<file path="config.mk">
export PLATFORM = sky130hd
export DESIGN_NAME = dfsc_ctrl1
export DESIGN_NICKNAME = d
export VERILOG_FILES = /design/src/rtl/dfsc_pkg.sv /design/src/rtl/dfsc_ctrl1.sv
export SDC_FILE = /design/constraint.sdc
export NUM_CORES = 1
export LEC_CHECK = 0
export BUFFER_PORTS_ARGS = -buffer_cell sky130_fd_sc_hd__buf_2
export CAP_MARGIN = 20
export CORE_MARGIN = 2
export CORE_UTILIZATION = 48
export CTS_CLUSTER_DIAMETER = 50
export DETAILED_ROUTE_END_ITERATION = 8
export PLACE_DENSITY_LB_ADDON = 0.08
export SYNTH_ARGS = -nofsm -noshare
export SYNTH_HDL_FRONTEND = slang
export SYNTH_SLANG_ARGS = --single-unit
</file>
<file path="constraint.sdc">
create_clock -name sys_clk -period 2.5 [get_ports sys_clk]
set_clock_uncertainty 0.15 [all_clocks]
set_input_delay 0.375 -clock sys_clk [delete_from_list [all_inputs] [get_ports sys_clk]]
set_output_delay 0.375 -clock sys_clk [all_outputs]
set_load 0.03 [all_outputs]
</file>
<file path="src/rtl/dfsc_pkg.sv">
// package for the dynamic fan-start control register 1 block
package dfsc_pkg;
  // register offsets on the register port
  localparam logic [7:0] DFSC_CTRL1_OFFSET = 8'h36;
  localparam logic [7:0] DFSC_CTRL1_RESET  = 8'h00;
  localparam logic [7:0] DFSC_CTRL1_WMASK  = 8'hFF;
  // field positions in the control register
  localparam int DFSC_CYC_MSB_BIT   = 0;
  localparam int DFSC_GUARD_BIT     = 1;
  localparam int DFSC_R1_CAP_BIT    = 2;
  localparam int DFSC_LOC_CAP_BIT   = 3;
  localparam int DFSC_R2_CAP_BIT    = 4;
  localparam int DFSC_R1_DYN_BIT    = 5;
  localparam int DFSC_LOC_DYN_BIT   = 6;
  localparam int DFSC_R2_DYN_BIT    = 7;
  // status bit set by the low core supply event
  localparam int DFSC_STAT_LOW_BIT  = 1;

  // register port request from the serial bus engine
  typedef struct packed {
    logic       wr_en;
    logic [7:0] addr;
    logic [7:0] wdata;
  } dfsc_req_s;

  // present temperatures of the three channels
  typedef struct packed {
    logic [7:0] remote1;
    logic [7:0] local_t;
    logic [7:0] remote2;
  } dfsc_temps_s;

  // operating-point capture strobes and data
  typedef struct packed {
    logic       remote1_we;
    logic       local_we;
    logic       remote2_we;
    logic [7:0] remote1;
    logic [7:0] local_t;
    logic [7:0] remote2;
  } dfsc_capture_s;
endpackage

</file>
<file path="src/rtl/dfsc_ctrl1.sv">
// dynamic fan-start control register 1 with guard and alarm capture
// Overview of operation
// bit 0 is the most significant bit of the three-bit Remote 2 cycle code.
// the two lower cycle-code bits come from the second control register and join bit 0.
// the cycle code sets how many monitoring cycles pass between Remote 2 adjustments.
// with bit 1 set and core supply below its low limit, status bit 1 is set.
// the same condition raises the alert output when alerting for it is enabled.
// while guarded low, processor-hot monitoring and all dynamic adjustment stop.
// while guarded low, entry to shutdown is refused.
// once the supply is back above the limit, monitoring, adjustment and shutdown return.
// with bit 2 set, an alarm pin assertion copies Remote 1 temperature to its operating point.
// with bit 2 clear, alarm assertions leave the Remote 1 operating point alone.
// with bit 3 set, an alarm pin assertion copies local temperature to its operating point.
// with bit 3 clear, alarm assertions leave the local operating point alone.
// with bit 4 set, an alarm pin assertion copies Remote 2 temperature to its operating point.
// with bit 4 clear, alarm assertions leave the Remote 2 operating point alone.
// bit 1 is the enable that lets core supply govern status, alert, monitoring, adjustment and shutdown.
// once the lock bit is set, writes to this register are rejected.
// the three-bit Remote 2 cycle code is held as one registered value.
module dfsc_ctrl1
  import dfsc_pkg::*;
(
  // clock, reset, enable
  input  wire logic          sys_clk,
  input  wire logic          rst_n,
  input  wire logic          clk_en,
  // register port
  input  wire dfsc_req_s     reg_req,
  output logic [7:0]         reg_rdata,
  input  wire logic          cfg_lock,
  // second control register low cycle bits
  input  wire logic [1:0]    remote2_cycle_lsbs,
  // core supply measurement and low limit
  input  wire logic [7:0]    core_supply_input,
  input  wire logic [7:0]    core_supply_low_limit,
  input  wire logic          alert_low_enable,
  // thermal alarm pin, asynchronous
  input  wire logic          thermal_alarm_pin,
  input  wire dfsc_temps_s   temps,
  // status and control outputs
  output logic               status_low_set,
  output logic               smb_alert,
  output logic               processor_hot_monitor_en,
  output logic [2:0]         dyn_adjust_en,
  output logic               shutdown_allow,
  output logic [2:0]         remote2_cycle_code,
  output dfsc_capture_s      capture
);

  logic [7:0]  ctrl;
  logic        alarm_meta;
  logic        alarm_sync;
  logic        alarm_prev;
  logic        low_prev;

  // register decode and guard condition
  wire         wr_hit  = reg_req.wr_en && (reg_req.addr == DFSC_CTRL1_OFFSET);
  wire         wr_ok   = wr_hit && !cfg_lock;
  wire [7:0]   next_ctrl = (ctrl & ~DFSC_CTRL1_WMASK) | (reg_req.wdata & DFSC_CTRL1_WMASK);
  wire         core_supply_low_guard = ctrl[DFSC_GUARD_BIT];
  wire         supply_low = core_supply_low_guard
                            && (core_supply_input < core_supply_low_limit);
  wire         low_rise   = supply_low && !low_prev;
  wire         alarm_rise = alarm_sync && !alarm_prev;
  wire         remote1_alarm_capture_en = ctrl[DFSC_R1_CAP_BIT];
  wire         local_alarm_capture_en   = ctrl[DFSC_LOC_CAP_BIT];
  wire         remote2_alarm_capture_en = ctrl[DFSC_R2_CAP_BIT];
  wire         remote2_cycle_code_msb   = ctrl[DFSC_CYC_MSB_BIT];
  wire [2:0]   dyn_bits = {ctrl[DFSC_R2_DYN_BIT], ctrl[DFSC_LOC_DYN_BIT],
                           ctrl[DFSC_R1_DYN_BIT]};

  // read data is the whole register
  assign reg_rdata = ctrl;

  // control register, alarm synchroniser and edge history
  always_ff @(posedge sys_clk or negedge rst_n) begin
    if (!rst_n) begin
      ctrl       <= DFSC_CTRL1_RESET;
      alarm_meta <= 1'b0;
      alarm_sync <= 1'b0;
      alarm_prev <= 1'b0;
      low_prev   <= 1'b0;
    end else if (clk_en) begin
      if (wr_ok) begin
        ctrl <= next_ctrl;
      end
      alarm_meta <= thermal_alarm_pin;
      alarm_sync <= alarm_meta;
      alarm_prev <= alarm_sync;
      low_prev   <= supply_low;
    end
  end

  // cycle code held coherently, status pulse and alert
  always_ff @(posedge sys_clk or negedge rst_n) begin
    if (!rst_n) begin
      remote2_cycle_code <= 3'h0;
      status_low_set     <= 1'b0;
      smb_alert          <= 1'b0;
    end else if (clk_en) begin
      remote2_cycle_code <= {remote2_cycle_code_msb, remote2_cycle_lsbs};
      status_low_set     <= low_rise;
      smb_alert          <= supply_low && alert_low_enable;
    end
  end

  // guard gates monitoring, adjustment and shutdown
  always_ff @(posedge sys_clk or negedge rst_n) begin
    if (!rst_n) begin
      processor_hot_monitor_en <= 1'b1;
      dyn_adjust_en            <= 3'h0;
      shutdown_allow           <= 1'b1;
    end else if (clk_en) begin
      processor_hot_monitor_en <= !supply_low;
      dyn_adjust_en            <= supply_low ? 3'h0 : dyn_bits;
      shutdown_allow           <= !supply_low;
    end
  end

  // capture present temperatures on alarm assertion
  always_ff @(posedge sys_clk or negedge rst_n) begin
    if (!rst_n) begin
      capture <= '0;
    end else if (clk_en) begin
      capture.remote1_we <= alarm_rise && remote1_alarm_capture_en;
      capture.local_we   <= alarm_rise && local_alarm_capture_en;
      capture.remote2_we <= alarm_rise && remote2_alarm_capture_en;
      capture.remote1    <= temps.remote1;
      capture.local_t    <= temps.local_t;
      capture.remote2    <= temps.remote2;
    end
  end

  // write while locked leaves the register unchanged
  lock_hold_a : assert property (@(posedge sys_clk) disable iff (!rst_n)
    (clk_en && wr_hit && cfg_lock) |=> $stable(ctrl))
    else $error("locked register changed");
  // unlocked write lands next cycle
  write_land_a : assert property (@(posedge sys_clk) disable iff (!rst_n)
    (clk_en && wr_ok) |=> (ctrl == $past(reg_req.wdata)))
    else $error("write not stored");
  // cycle code msb follows bit 0
  cycle_msb_a : assert property (@(posedge sys_clk) disable iff (!rst_n)
    clk_en |=> (remote2_cycle_code[2] == $past(ctrl[DFSC_CYC_MSB_BIT])))
    else $error("cycle code msb wrong");
  // low supply with guard raises status pulse
  status_set_a : assert property (@(posedge sys_clk) disable iff (!rst_n)
    (clk_en && low_rise) |=> status_low_set)
    else $error("status bit not set");
  // alert follows enabled low condition
  alert_out_a : assert property (@(posedge sys_clk) disable iff (!rst_n)
    (clk_en && supply_low && alert_low_enable) |=> smb_alert)
    else $error("alert missing");
  // guard blocks monitoring and adjustment
  guard_block_a : assert property (@(posedge sys_clk) disable iff (!rst_n)
    (clk_en && supply_low) |=> (!processor_hot_monitor_en && dyn_adjust_en == 3'h0))
    else $error("monitoring not suspended");
  // shutdown refused while low
  shutdown_block_a : assert property (@(posedge sys_clk) disable iff (!rst_n)
    (clk_en && supply_low) |=> !shutdown_allow)
    else $error("shutdown allowed while low");
  // recovery restores shutdown
  recover_a : assert property (@(posedge sys_clk) disable iff (!rst_n)
    (clk_en && !supply_low) |=> (shutdown_allow && processor_hot_monitor_en))
    else $error("no recovery");
  // remote 1 capture only when enabled
  remote1_cap_a : assert property (@(posedge sys_clk) disable iff (!rst_n)
    (clk_en && alarm_rise) |=> (capture.remote1_we == $past(ctrl[DFSC_R1_CAP_BIT])))
    else $error("remote 1 capture wrong");
  // local capture only when enabled
  local_cap_a : assert property (@(posedge sys_clk) disable iff (!rst_n)
    (clk_en && alarm_rise) |=> (capture.local_we == $past(ctrl[DFSC_LOC_CAP_BIT])))
    else $error("local capture wrong");
  // remote 2 capture only when enabled
  remote2_cap_a : assert property (@(posedge sys_clk) disable iff (!rst_n)
    (clk_en && alarm_rise) |=> (capture.remote2_we == $past(ctrl[DFSC_R2_CAP_BIT])))
    else $error("remote 2 capture wrong");
  // no capture strobe without an alarm edge
  no_cap_a : assert property (@(posedge sys_clk) disable iff (!rst_n)
    (clk_en && !alarm_rise) |=> !(capture.remote1_we || capture.local_we
                                  || capture.remote2_we))
    else $error("capture without alarm");
  // cycle code low bits follow the second register
  cycle_lsb_a : assert property (@(posedge sys_clk) disable iff (!rst_n)
    clk_en |=> (remote2_cycle_code[1:0] == $past(remote2_cycle_lsbs)))
    else $error("cycle code low bits wrong");
  // guard bit clear leaves the supply without effect
  guard_off_a : assert property (@(posedge sys_clk) disable iff (!rst_n)
    (clk_en && !core_supply_low_guard)
      |=> (shutdown_allow && processor_hot_monitor_en && !smb_alert && !status_low_set))
    else $error("supply acted with guard off");
  // status pulse only on a new low condition
  status_pulse_a : assert property (@(posedge sys_clk) disable iff (!rst_n)
    (clk_en && !low_rise) |=> !status_low_set)
    else $error("status pulse without new low");
  // no alert while alerting is off
  alert_quiet_a : assert property (@(posedge sys_clk) disable iff (!rst_n)
    (clk_en && !alert_low_enable) |=> !smb_alert)
    else $error("alert while disabled");
  // raw low reading with guard set blocks shutdown
  low_decode_a : assert property (@(posedge sys_clk) disable iff (!rst_n)
    (clk_en && core_supply_low_guard && (core_supply_input < core_supply_low_limit))
      |=> !shutdown_allow)
    else $error("low supply not decoded");
  // reading at or above the limit restores shutdown
  recover_raw_a : assert property (@(posedge sys_clk) disable iff (!rst_n)
    (clk_en && (core_supply_input >= core_supply_low_limit)) |=> shutdown_allow)
    else $error("shutdown not restored");
  // dynamic enables return with the register bits
  dyn_follow_a : assert property (@(posedge sys_clk) disable iff (!rst_n)
    (clk_en && !supply_low) |=> (dyn_adjust_en == $past(dyn_bits)))
    else $error("dynamic enables not restored");
  // captured data is the temperature of the detecting cycle
  cap_data_a : assert property (@(posedge sys_clk) disable iff (!rst_n)
    (clk_en && alarm_rise)
      |=> ({capture.remote1, capture.local_t, capture.remote2} == $past(temps)))
    else $error("captured temperature wrong");
  // one remote 1 strobe per alarm assertion
  strobe_once_a : assert property (@(posedge sys_clk) disable iff (!rst_n)
    (clk_en && capture.remote1_we) |=> !capture.remote1_we)
    else $error("repeated capture strobe");
  // cleared enables keep each channel quiet
  remote1_off_a : assert property (@(posedge sys_clk) disable iff (!rst_n)
    (clk_en && !remote1_alarm_capture_en) |=> !capture.remote1_we)
    else $error("remote 1 captured while off");
  local_off_a : assert property (@(posedge sys_clk) disable iff (!rst_n)
    (clk_en && !local_alarm_capture_en) |=> !capture.local_we)
    else $error("local captured while off");
  remote2_off_a : assert property (@(posedge sys_clk) disable iff (!rst_n)
    (clk_en && !remote2_alarm_capture_en) |=> !capture.remote2_we)
    else $error("remote 2 captured while off");

endmodule

</file>
* After elaboration in Yosys (flattened, before gate mapping)
Index checks and enable logic that the tools add are counted.
Operators by class: multiplexer cells 1, add/subtract/negate cells 0, bitwise operators 0, reduce and logical (&&, ||, !) cells 14, multipliers 0, eq/ne operators 1, div/mod/pow operators 0, $lt $le $gt $ge 1, shifts and indexed selects 0
Operators with widths (number):
- $logic_and A1 B1 Y1 | 9
- $eq A8 B6 Y1 const B | 1
- $lt A8 B8 Y1 | 1
- $logic_not A1 Y1 | 4
- $mux W3 | 1
- $reduce_and A2 Y1 | 1
Word-level totals: memories 0, memory bits (read-only) 0, latch bits 0, RAM bits 0, flip-flop bits (word level) 48

* Depth between registers and ports, before layout
Gate-level depths: netlist of the first run.
depth after elaboration 4, mapped depth 6, depth with buffers taken out 6

* Worst setup path before layout of the first run
OpenSTA, ideal clock, no wires.
kind input -> register, start input core_supply_low_limit[2], end register smb_alert, slack 760 ps, setup time 68 ps, data arrival time 1523 ps, data required time 2282 ps, cell stages on the path 6, path buffers 0, path through inv_1 -> ha_1 -> a211oi_2 -> o21ai_2 -> a211oi_4 -> a32o_1
On the way: longest elaborated chain between the ends 3
Ends and longest elaborated chain:
- from (decl) | line dfsc_ctrl1.sv:35 | input wire logic [7:0] core_supply_low_limit,
- $lt A8 B8 Y1 | line dfsc_ctrl1.sv:62 | && (core_supply_input < core_supply_low_limit);
- $logic_and A1 B1 Y1 | line dfsc_ctrl1.sv:62
- $logic_and A1 B1 Y1 | line dfsc_ctrl1.sv:103 | smb_alert <= supply_low && alert_low_enable;
- to (signal assigned) | line dfsc_ctrl1.sv:103
- to (decl) | line dfsc_ctrl1.sv:42 | output logic smb_alert,
Every way passes these cells. A chain may end at the register's enable or synchronous reset.

* Worst setup path in the final report of the first run
start input core_supply_input[2], end register status_low_set
On the way: longest elaborated chain between the ends 3
Ends and longest elaborated chain:
- from (decl) | line dfsc_ctrl1.sv:34 | input wire logic [7:0] core_supply_input,
- $lt A8 B8 Y1 | line dfsc_ctrl1.sv:62
- $logic_and A1 B1 Y1 | line dfsc_ctrl1.sv:62
- $logic_and A1 B1 Y1 | line dfsc_ctrl1.sv:63 | wire low_rise = supply_low && !low_prev;
- to (signal assigned) | line dfsc_ctrl1.sv:102 | status_low_set <= low_rise;
- to (decl) | line dfsc_ctrl1.sv:41 | output logic status_low_set,
Every way passes these cells.

==> summary.txt, run 1 <==
RSZ-0062 raised after global routing - no
Post-CTS Hold Fix Bufs - 0
average size of a mapped cell - 14.3 um^2
postcts setup bufs - 0
routed length per placed instance - 13.0 um
IO Pins - 110
leading area contributor after synthesis - dfrtp_1
Reg area - 1200 um^2
Initial Utilization - 0.504
Synth cell types - 26
Starting DRT DRC Count - 62
Critical Path Source Type - input pin
max-cap violation count - 0
PortBufs - 109
ys flop type - dfrtp_1
Mapped Area - 2030 um^2
CTS buffer count - 5
Ys Warns - 0
Sink Count - 48
Seq/Total Area, Yosys - 0.592
DIE AREA - 4770 um^2
post-synthesis adder-cell area fraction - 0.0431
DR pass1 iterations - 4
Cells after Synth - 142
Area growth syn-to-layout - 33.1%
share of cells above drive strength 1 - 0.635
Setup Viol. Count Final - 0
via count - 1487
CTS tree - yes
post-synthesis mux area share - 0.225
Post-synth EDFFs - 0
maximum vdd drop - 0.000354 V
Placement Setup Slack - 0.578 ns
fin. max-slew vios - 0
Via density - 4.88
Placed Area - 2630 um^2
# H-tree levels - 2
Root Driver - clkbuf_8
DRC errors left - 0
area of the multi-input gates - 768 um^2
top-count cell post-synth - dfrtp_1
number of global-route vias before repair - 1577
setup ws final - 0.887 ns
worst-path maximum fanout - 7
Reg clk slew, reported paths - 0.08 ns
slew of the pin with the lowest slew margin - 0.589 ns
Simple-Gate Fraction of Synth Area - 0.0474
die extent in x - 69.1 um
slew margin rel. - 0.607
CP endpoint kind - flop
setup_tns - 0 ns
core area - 4030 um^2
Final Cycle Share - 0.645
die height - 69.1 um
ant diodes - 0
Synth area leaders - dfrtp_1 58%, mux2_2 21%, ha_1 4.3%
Routed WL - 3960 um
top post-synthesis cells by count - 47 x dfrtp_1, 38 x mux2_2, 8 x inv_1, 7 x ha_1, 6 x nand2_1
Bufs on Longest Clock Path - 2
Routed Antenna Nets - 0
Fillers - 323
Hold WC Path Type - input pin to async pin
clk_lat worst skew - 0.29 ns
Syn Nets - 214
pwr/cell area - 588 nW/um^2
Site Rows - 23
first-pass GRT wire length - 7020 um
post-cts resize count - 0
# nets final - 327
initial antenna violation count - 0
WP data arrival - 1.69 ns
DP HPWL - 3040 um
outcome - finished clean
flops & latches, synth - 48
Finished Cell Area - 2710 um^2
Final Hold Violating Endpoints - 0
compound-gate portion of the synthesized area - 0.0622
GPL Wtd Cong - 0.728
share of the synthesized area in the top cell type - 0.579
WS Path Type - input pin to flop
Critical Path RT - 2.58 ns
post-synthesis async set-or-reset flop share - 1.00
P_leak - 0.00144 uW
Post-Synth XOR/XNOR Area - 0
largest family of logic cells by synthesized area - multiplexers
largest net degree at the start of global routing - 49
Total GRT Usage - 0.180
minimum clock period - 1.61 ns
Remaining Overflow, GRT - 0
fmax - 0.620 GHz
layer usage:
| layer | global-route usage | share of wire |
|---|---|---|
| met1 | 0.228 | 0.44 |
| met5 | 0 | 0 |
| met2 | 0.311 | 0.49 |
| met3 | 0.0497 | 0.072 |
| met4 | 0.0370 | 0.0058 |
state kept, by name (all words and copies together), names as in the netlist, 3 cells and up:
| register | count |
|---|---|
| dyn_adjust_en | 3 |
| remote2_cycle_code | 3 |
| capture | 27 |
| reg_rdata | 8 |
cell type report:
| type | instances | area share |
|---|---|---|
| flip-flops and latches | 48 | 0.444 |
| multi-input cells | 80 | 0.284 |
| repair buffers | 111 | 0.207 |
| clock buffers | 6 | 0.0268 |
| well taps | 50 | 0.0231 |
| inverters | 9 | 0.0125 |
| clock inverters | 1 | 0.00185 |
cell families (layout without fill, tap and decap cells):
group                    Yosys count  in the layout
flip-flops                        48             48
multiplexers                      41             41
AND/OR/NAND/NOR                   17             17
AO/OA/AOI/OAI                     15             15
buffers and inverters             14            127
adder cells (fa/ha/maj)            7              7
placed cells by master (no fill, tap or decap), types with 3 or more instances in the layout:
cell type	count
a21oi_1	5
buf_2	109
clkbuf_8	5
dfrtp_1	47
ha_1	7
inv_1	8
mux2_2	38
mux2i_1	3
nand2_1	6
nor2_1	3
o2bb2ai_1	3
final timing paths:
check,start,endpoint,slack [ns],depth (start not counted)
min,rst_n,capture[14]$_DFFE_PN0P_,0.02,2
max in group asynchronous,rst_n,capture[23]$_DFFE_PN0P_,1.78,2
min reg2reg,capture[24]$_DFFE_PN0P_,capture[24]$_DFFE_PN0P_,0.34,1
max reg2reg,reg_rdata[1]$_DFFE_PN0P_,status_low_set$_DFFE_PN0P_,1.26,3
max,core_supply_input[2],status_low_set$_DFFE_PN0P_,0.89,6
min in group sys_clk,temps[20],capture[20]$_DFFE_PN0P_,0.16,2
power breakdown:
part | internal [uW] | leakage [uW] | switching, uW
combinational | 130 | 0.000797 | 187
clock | 190 | 0.0000410 | 230
sequential | 829 | 0.000601 | 23.7
total | 1150 | 0.00144 | 441
worst max-delay path, cell delays in order:
cell      delay (ns)
buf_2           0.10
ha_1            0.30
a211oi_2        0.23
o21ai_2         0.10
a211oi_4        0.37
a32o_1          0.21
metrics by stage:
stage	power (uW)	cells	utilization	hold slack (ns)
global placement	1180	298	0.652	0.319
CTS	1610	305	0.671	0.0441
floorplan	1060	142	-	-0.0706
global route	1680	305	0.671	0.0822
finish	1590	305	0.671	0.0166
detailed placement	1190	298	0.652	0.325
(Power assumes the default switching activity.)
==> run 2, diff against run 1 <==
--- a/config.mk
+++ b/config.mk
@@ -8,7 +8,7 @@
 export BUFFER_PORTS_ARGS = -buffer_cell sky130_fd_sc_hd__buf_2
 export CAP_MARGIN = 20
 export CORE_MARGIN = 2
-export CORE_UTILIZATION = 48
+export CORE_UTILIZATION = 44
 export CTS_CLUSTER_DIAMETER = 50
 export DETAILED_ROUTE_END_ITERATION = 8
 export PLACE_DENSITY_LB_ADDON = 0.08
==> constraint.sdc (replaced) <==
create_clock -name sys_clk -period 1.5 [get_ports sys_clk]
set_clock_uncertainty 0.15 [all_clocks]
set_input_delay 0.225 -clock sys_clk [delete_from_list [all_inputs] [get_ports sys_clk]]
set_output_delay 0.225 -clock sys_clk [all_outputs]
set_load 0.03 [all_outputs]
==> summary.txt, run 2 (synthesis gave the netlist of run 1 again) <==
slack of the worst reg-to-reg path - 0.27 ns
largest net degree at the start of global routing - 25
slew of the pin with the lowest slew margin - 0.341 ns
Critical Path RT - 1.12 ns
clk_lat worst skew - 0.29 ns
RR Endpoint - status_low_set$_DFFE_PN0P_
Worst R2R Start - reg_rdata[1]$_DFFE_PN0P_
IO Pins - 110
switching part of the total - 0.274
worst-path maximum fanout - 3
Routed Antenna Nets - 0
Reg area - 1200 um^2
Fillers - 351
Setup Viol. Count Final - 0
Int Power - 2000 uW
CP endpoint kind - primary output
Psw - 756 uW
# H-tree levels - 2
Bufs on Longest Clock Path - 2
Max stage delay on crit path - 0.55 ns
Via density - 4.83
CP max-delay cell - dfstp_2
Initial Utilization - 0.460
hold slack - 0.00902 ns
area of the multi-input gates - 781 um^2
RSZ-0062 raised after global routing - no
ant diodes - 0
Site Rows - 24
Post-CTS Hold Fix Bufs - 1
CTS tree - yes
Crit path depth - 1
Hold WC Path Type - input pin to flop
Area growth syn-to-layout - 41.1%
cells on worst reg2reg path - 3
crit path cell chain - buf_2
most common cell after layout, fill and taps aside - buf_2
slew margin rel. - 0.772
first-pass GRT wire length - 6300 um
Routed WL - 4080 um
maximum vdd drop - 0.000432 V
outcome - finished clean
CTS buffer count - 5
initial antenna violation count - 0
Root Driver - clkbuf_8
crit path buf inv count - 1
max-cap violation count - 0
PortBufs - 109
via count - 1545
cell family with most CP delay - flip-flops
Final Hold Violating Endpoints - 0
Comb power frac - 0.205
die height - 72.0 um
DR pass1 iterations - 3
crit path launch - processor_hot_monitor_en$_DFFE_PN1P_
DIE AREA - 5180 um^2
postcts setup bufs - 0
Reg clk slew, reported paths - 0.09 ns
Flop pwr share - 0.515
# nets final - 339
P_leak - 0.00150 uW
Critical Path Source Type - flop
Sink Count - 48
GPL Wtd Cong - 0.763
die extent in x - 72.0 um
routed length per placed instance - 12.8 um
post-cts resize count - 0
clock group share of total power - 0.281
Total GRT Usage - 0.158
Starting DRT DRC Count - 22
Biggest register - capture
minimum clock period - 1.41 ns
WS Path Type - flop to primary output
WP data arrival - 1.03 ns
max reg flops - 27
DP HPWL - 3230 um
core area - 4410 um^2
placed insts - 306
Post-Layout Cell Count - 320
setup ws final - 0.0917 ns
DRC errors left - 0
CP Capture Point - processor_hot_monitor_en
fin. max-slew vios - 0
pwr/cell area - 963 nW/um^2
most frequent cells in the layout - 109 x buf_2, 47 x dfrtp_1, 38 x mux2_2
Total Power - 2760 uW
setup_tns - 0 ns
Final Cycle Share - 0.939
share of cells above drive strength 1 - 0.634
fmax - 0.710 GHz
Remaining Overflow, GRT - 0
number of global-route vias before repair - 1411
hold depth - 2
Placement Setup Slack - -0.176 ns
## run 2: routing by layer
layer / global-route usage / part of all wire
met5: 0 / 0
met4: 0.0503 / 0.0076
met3: 0.0583 / 0.089
met2: 0.276 / 0.50
met1: 0.180 / 0.41
## run 2: worst min-delay path by stage
| stage | startpoint | to |
|---|---|---|
| 3_5_place_dp | rst_n | capture[14]$_DFFE_PN0P_ |
| 5_1_grt | temps[9] | capture[9]$_DFFE_PN0P_ |
| 4_1_cts | temps[23] | capture[23]$_DFFE_PN0P_ |
| 6_report | temps[6] | capture[6]$_DFFE_PN0P_ |
| 2_1_floorplan | rst_n | alarm_meta$_DFFE_PN0P_ |
| 3_3_place_gp | rst_n | capture[14]$_DFFE_PN0P_ |
## run 2: power by group through the flow
stage	clock [uW]	combinational [uW]	sequential, uW
floorplan	0	167	1600
global placement	0	556	1450
detailed placement	0	562	1450
CTS	801	564	1420
global route	844	613	1430
finish	775	565	1420
## run 2: area by class of cell
class | instances | share of cell area
clock inverters | 1 | 0.00262
flip-flops and latches | 48 | 0.419
clock buffers | 7 | 0.0301
well taps | 52 | 0.0227
multi-input cells | 80 | 0.272
inverters | 9 | 0.0118
repair buffers | 123 | 0.241
## run 2: worst reg2reg max path, delay by kind of cell, from the launching register on
kind / cells / cell delay, ns
AOI/OAI and AO/OA: 2 / 0.56
DFF: 1 / 0.37
and+or+nand+nor: 1 / 0.09
## run 2: metrics by stage
| stage | area (um^2) | utilization |
|---|---|---|
| finish | 2870 | 0.649 |
| CTS | 2820 | 0.638 |
| global placement | 2710 | 0.615 |
| detailed placement | 2710 | 0.615 |
| global route | 2870 | 0.649 |
| floorplan | 2040 | - |
==> run 3, diff against run 2 <==
--- a/config.mk
+++ b/config.mk
@@ -5,10 +5,11 @@
 export SDC_FILE = /design/constraint.sdc
 export NUM_CORES = 1
 export LEC_CHECK = 0
+export ABC_AREA = 1
 export BUFFER_PORTS_ARGS = -buffer_cell sky130_fd_sc_hd__buf_2
 export CAP_MARGIN = 20
 export CORE_MARGIN = 2
-export CORE_UTILIZATION = 44
+export CORE_UTILIZATION = 45
 export CTS_CLUSTER_DIAMETER = 50
 export DETAILED_ROUTE_END_ITERATION = 8
 export PLACE_DENSITY_LB_ADDON = 0.08
==> summary.txt, run 3 <==
outcome - finished clean
Flop pwr share - 0.515
Via density - 4.48
max reg flops - 27
most common cell after layout, fill and taps aside - nand2_1
Biggest register - capture
Routed WL - 4940 um
post-cts resize count - 0
Post-Layout Cell Count - 438
Root Driver - clkbuf_8
Max stage delay on crit path - 0.56 ns
Area growth syn-to-layout - 47.1%
most frequent cells in the layout - 125 x nand2_1, 109 x buf_2, 47 x dfrtp_1
crit path cell chain - buf_2
crit path buf inv count - 1
DIE AREA - 5270 um^2
switching part of the total - 0.284
Critical Path RT - 1.12 ns
number of global-route vias before repair - 1842
via count - 1964
Finished Core Util - 0.701
slew margin rel. - 0.834
flops & latches, synth - 48
Syn Nets - 316
average size of a mapped cell - 8.68 um^2
fin. max-slew vios - 0
pwr/cell area - 884 nW/um^2
placed insts - 403
Reg clk slew, reported paths - 0.08 ns
Bufs on Longest Clock Path - 2
Routed Antenna Nets - 0
first-pass GRT wire length - 8050 um
Cells after Synth - 244
top post-synthesis cells by count - 125 x nand2_1, 47 x dfrtp_1, 24 x inv_1, 8 x o21ai_2, 7 x ha_1
Remaining Overflow, GRT - 0
CP max-delay cell - dfstp_2
slew of the pin with the lowest slew margin - 0.250 ns
DP HPWL - 3350 um
largest net degree at the start of global routing - 49
clk_lat worst skew - 0.29 ns
RSZ-0062 raised after global routing - no
Hold Startpoint - reg_req[3]
PortBufs - 109
RR Endpoint - low_prev$_DFFE_PN0P_
CTS buffer count - 5
share of the synthesized area in the top cell type - 0.556
share of cells above drive strength 1 - 0.358
clock group share of total power - 0.277
Int Power - 1970 uW
die height - 72.6 um
hold depth - 3
IO Pins - 110
GPL Wtd Cong - 0.699
post-synthesis async set-or-reset flop share - 1.00
P_leak - 0.00184 uW
Final Hold Violating Endpoints - 0
Worst R2R Start - reg_rdata[1]$_DFFE_PN0P_
worst-path maximum fanout - 3
postcts setup bufs - 0
Setup Viol. Count Final - 0
Post-CTS Hold Fix Bufs - 28
top-count cell post-synth - nand2_1
hold slack - 0.0171 ns
Site Rows - 24
Starting DRT DRC Count - 104
worst hold endpoint - reg_rdata[3]$_DFFE_PN0P_
Seq/Total Area, Yosys - 0.568
Synth area leaders - dfrtp_1 56%, nand2_1 22%, inv_1 4.3%
Mapped Area - 2120 um^2
slack of the worst reg-to-reg path - 0.36 ns
Critical Path Source Type - flop
Hold WC Path Type - input pin to flop
fmax - 0.700 GHz
ant diodes - 0
max-cap violation count - 0
# nets final - 458
CTS tree - yes
leading area contributor after synthesis - dfrtp_1
# H-tree levels - 2
Ys Warns - 0
Initial Utilization - 0.476
Total GRT Usage - 0.196
initial antenna violation count - 0
cell family with most CP delay - flip-flops
Final Cycle Share - 0.953
Post-synth EDFFs - 0
ys flop type - dfrtp_1
Psw - 783 uW
DRC errors left - 0
Synth cell types - 21
maximum vdd drop - 0.000865 V
WP data arrival - 1.05 ns
Fillers - 365
minimum clock period - 1.43 ns
Comb power frac - 0.208
core area - 4440 um^2
die extent in x - 72.6 um
DR pass1 iterations - 4
WS Path Type - flop to primary output
CP endpoint kind - primary output
routed length per placed instance - 11.3 um
cells on worst reg2reg path - 4
Sink Count - 48
## run 3: changes by cell type after synthesis, moves of 7 or more
cell	delta
nand2_1	+119
mux2_2	-38
inv_1	+16
o21ai_2	+7
## run 3: area by class of cell
type,count,area (um^2),area share
inverter,24,90.1,0.0289
tap,52,65.1,0.0209
multi-input combinational,162,767,0.246
timing repair buffer,145,898,0.288
sequential,48,1200,0.386
clock inverter,1,8.76,0.00281
clock buffer,6,82.6,0.0265
## run 3: how the worst max path moves through the flow
| stage | start | endpoint | slack, ns | cells past startpoint |
|---|---|---|---|---|
| after floorplan | core_supply_low_limit[5] | dyn_adjust_en[0]$_DFFE_PN0P_ | 0.24 | 8 |
| after global placement | core_supply_input[5] | dyn_adjust_en[1]$_DFFE_PN0P_ | 0.04 | 8 |
| after detailed placement | core_supply_input[5] | low_prev$_DFFE_PN0P_ | -0.002 | 7 |
| after CTS | processor_hot_monitor_en$_DFFE_PN1P_ | processor_hot_monitor_en | 0.07 | 1 |
| after global routing | processor_hot_monitor_en$_DFFE_PN1P_ | processor_hot_monitor_en | 0.05 | 1 |
| final | processor_hot_monitor_en$_DFFE_PN1P_ | processor_hot_monitor_en | 0.07 | 1 |
## run 3: stage by stage
stage	setup WS [ns]	total power, uW	setup TNS (ns)	instance area, um^2
global placement	0.0430	1950	0	2740
floorplan	0.235	1740	0	2120
global route	0.0451	2910	0	3110
CTS	0.0663	2790	0	3110
detailed placement	-0.00238	1960	-0.00238	2740
finish	0.0712	2750	0	3110
## run 3: kinds of logic (layout without fill, tap and decap cells)
kind of cell               count (synthesis)  count (layout)  synth area share
AOI/OAI and AO/OA                         16              16            0.0556
adders and majority gates                  7               7            0.0414
and+or+nand+nor                          139             139             0.265
DFF                                       48              48             0.568
buffers and inverters                     34             176            0.0697
## run 3: power groups by stage
| stage | sequential [uW] | clock, uW | combinational, uW |
|---|---|---|---|
| 6_report | 1420 | 763 | 574 |
| 3_3_place_gp | 1440 | 0 | 511 |
| 4_1_cts | 1420 | 793 | 576 |
| 3_5_place_dp | 1440 | 0 | 520 |
| 2_1_floorplan | 1580 | 0 | 153 |
| 5_1_grt | 1430 | 851 | 633 |
## run 3: metal layers
layer / routed length, um / GRT usage
met2: 2600 / 0.367
met1: 2060 / 0.226
met3: 250 / 0.0470
met4: 29 / 0.0432
met5: 0 / 0
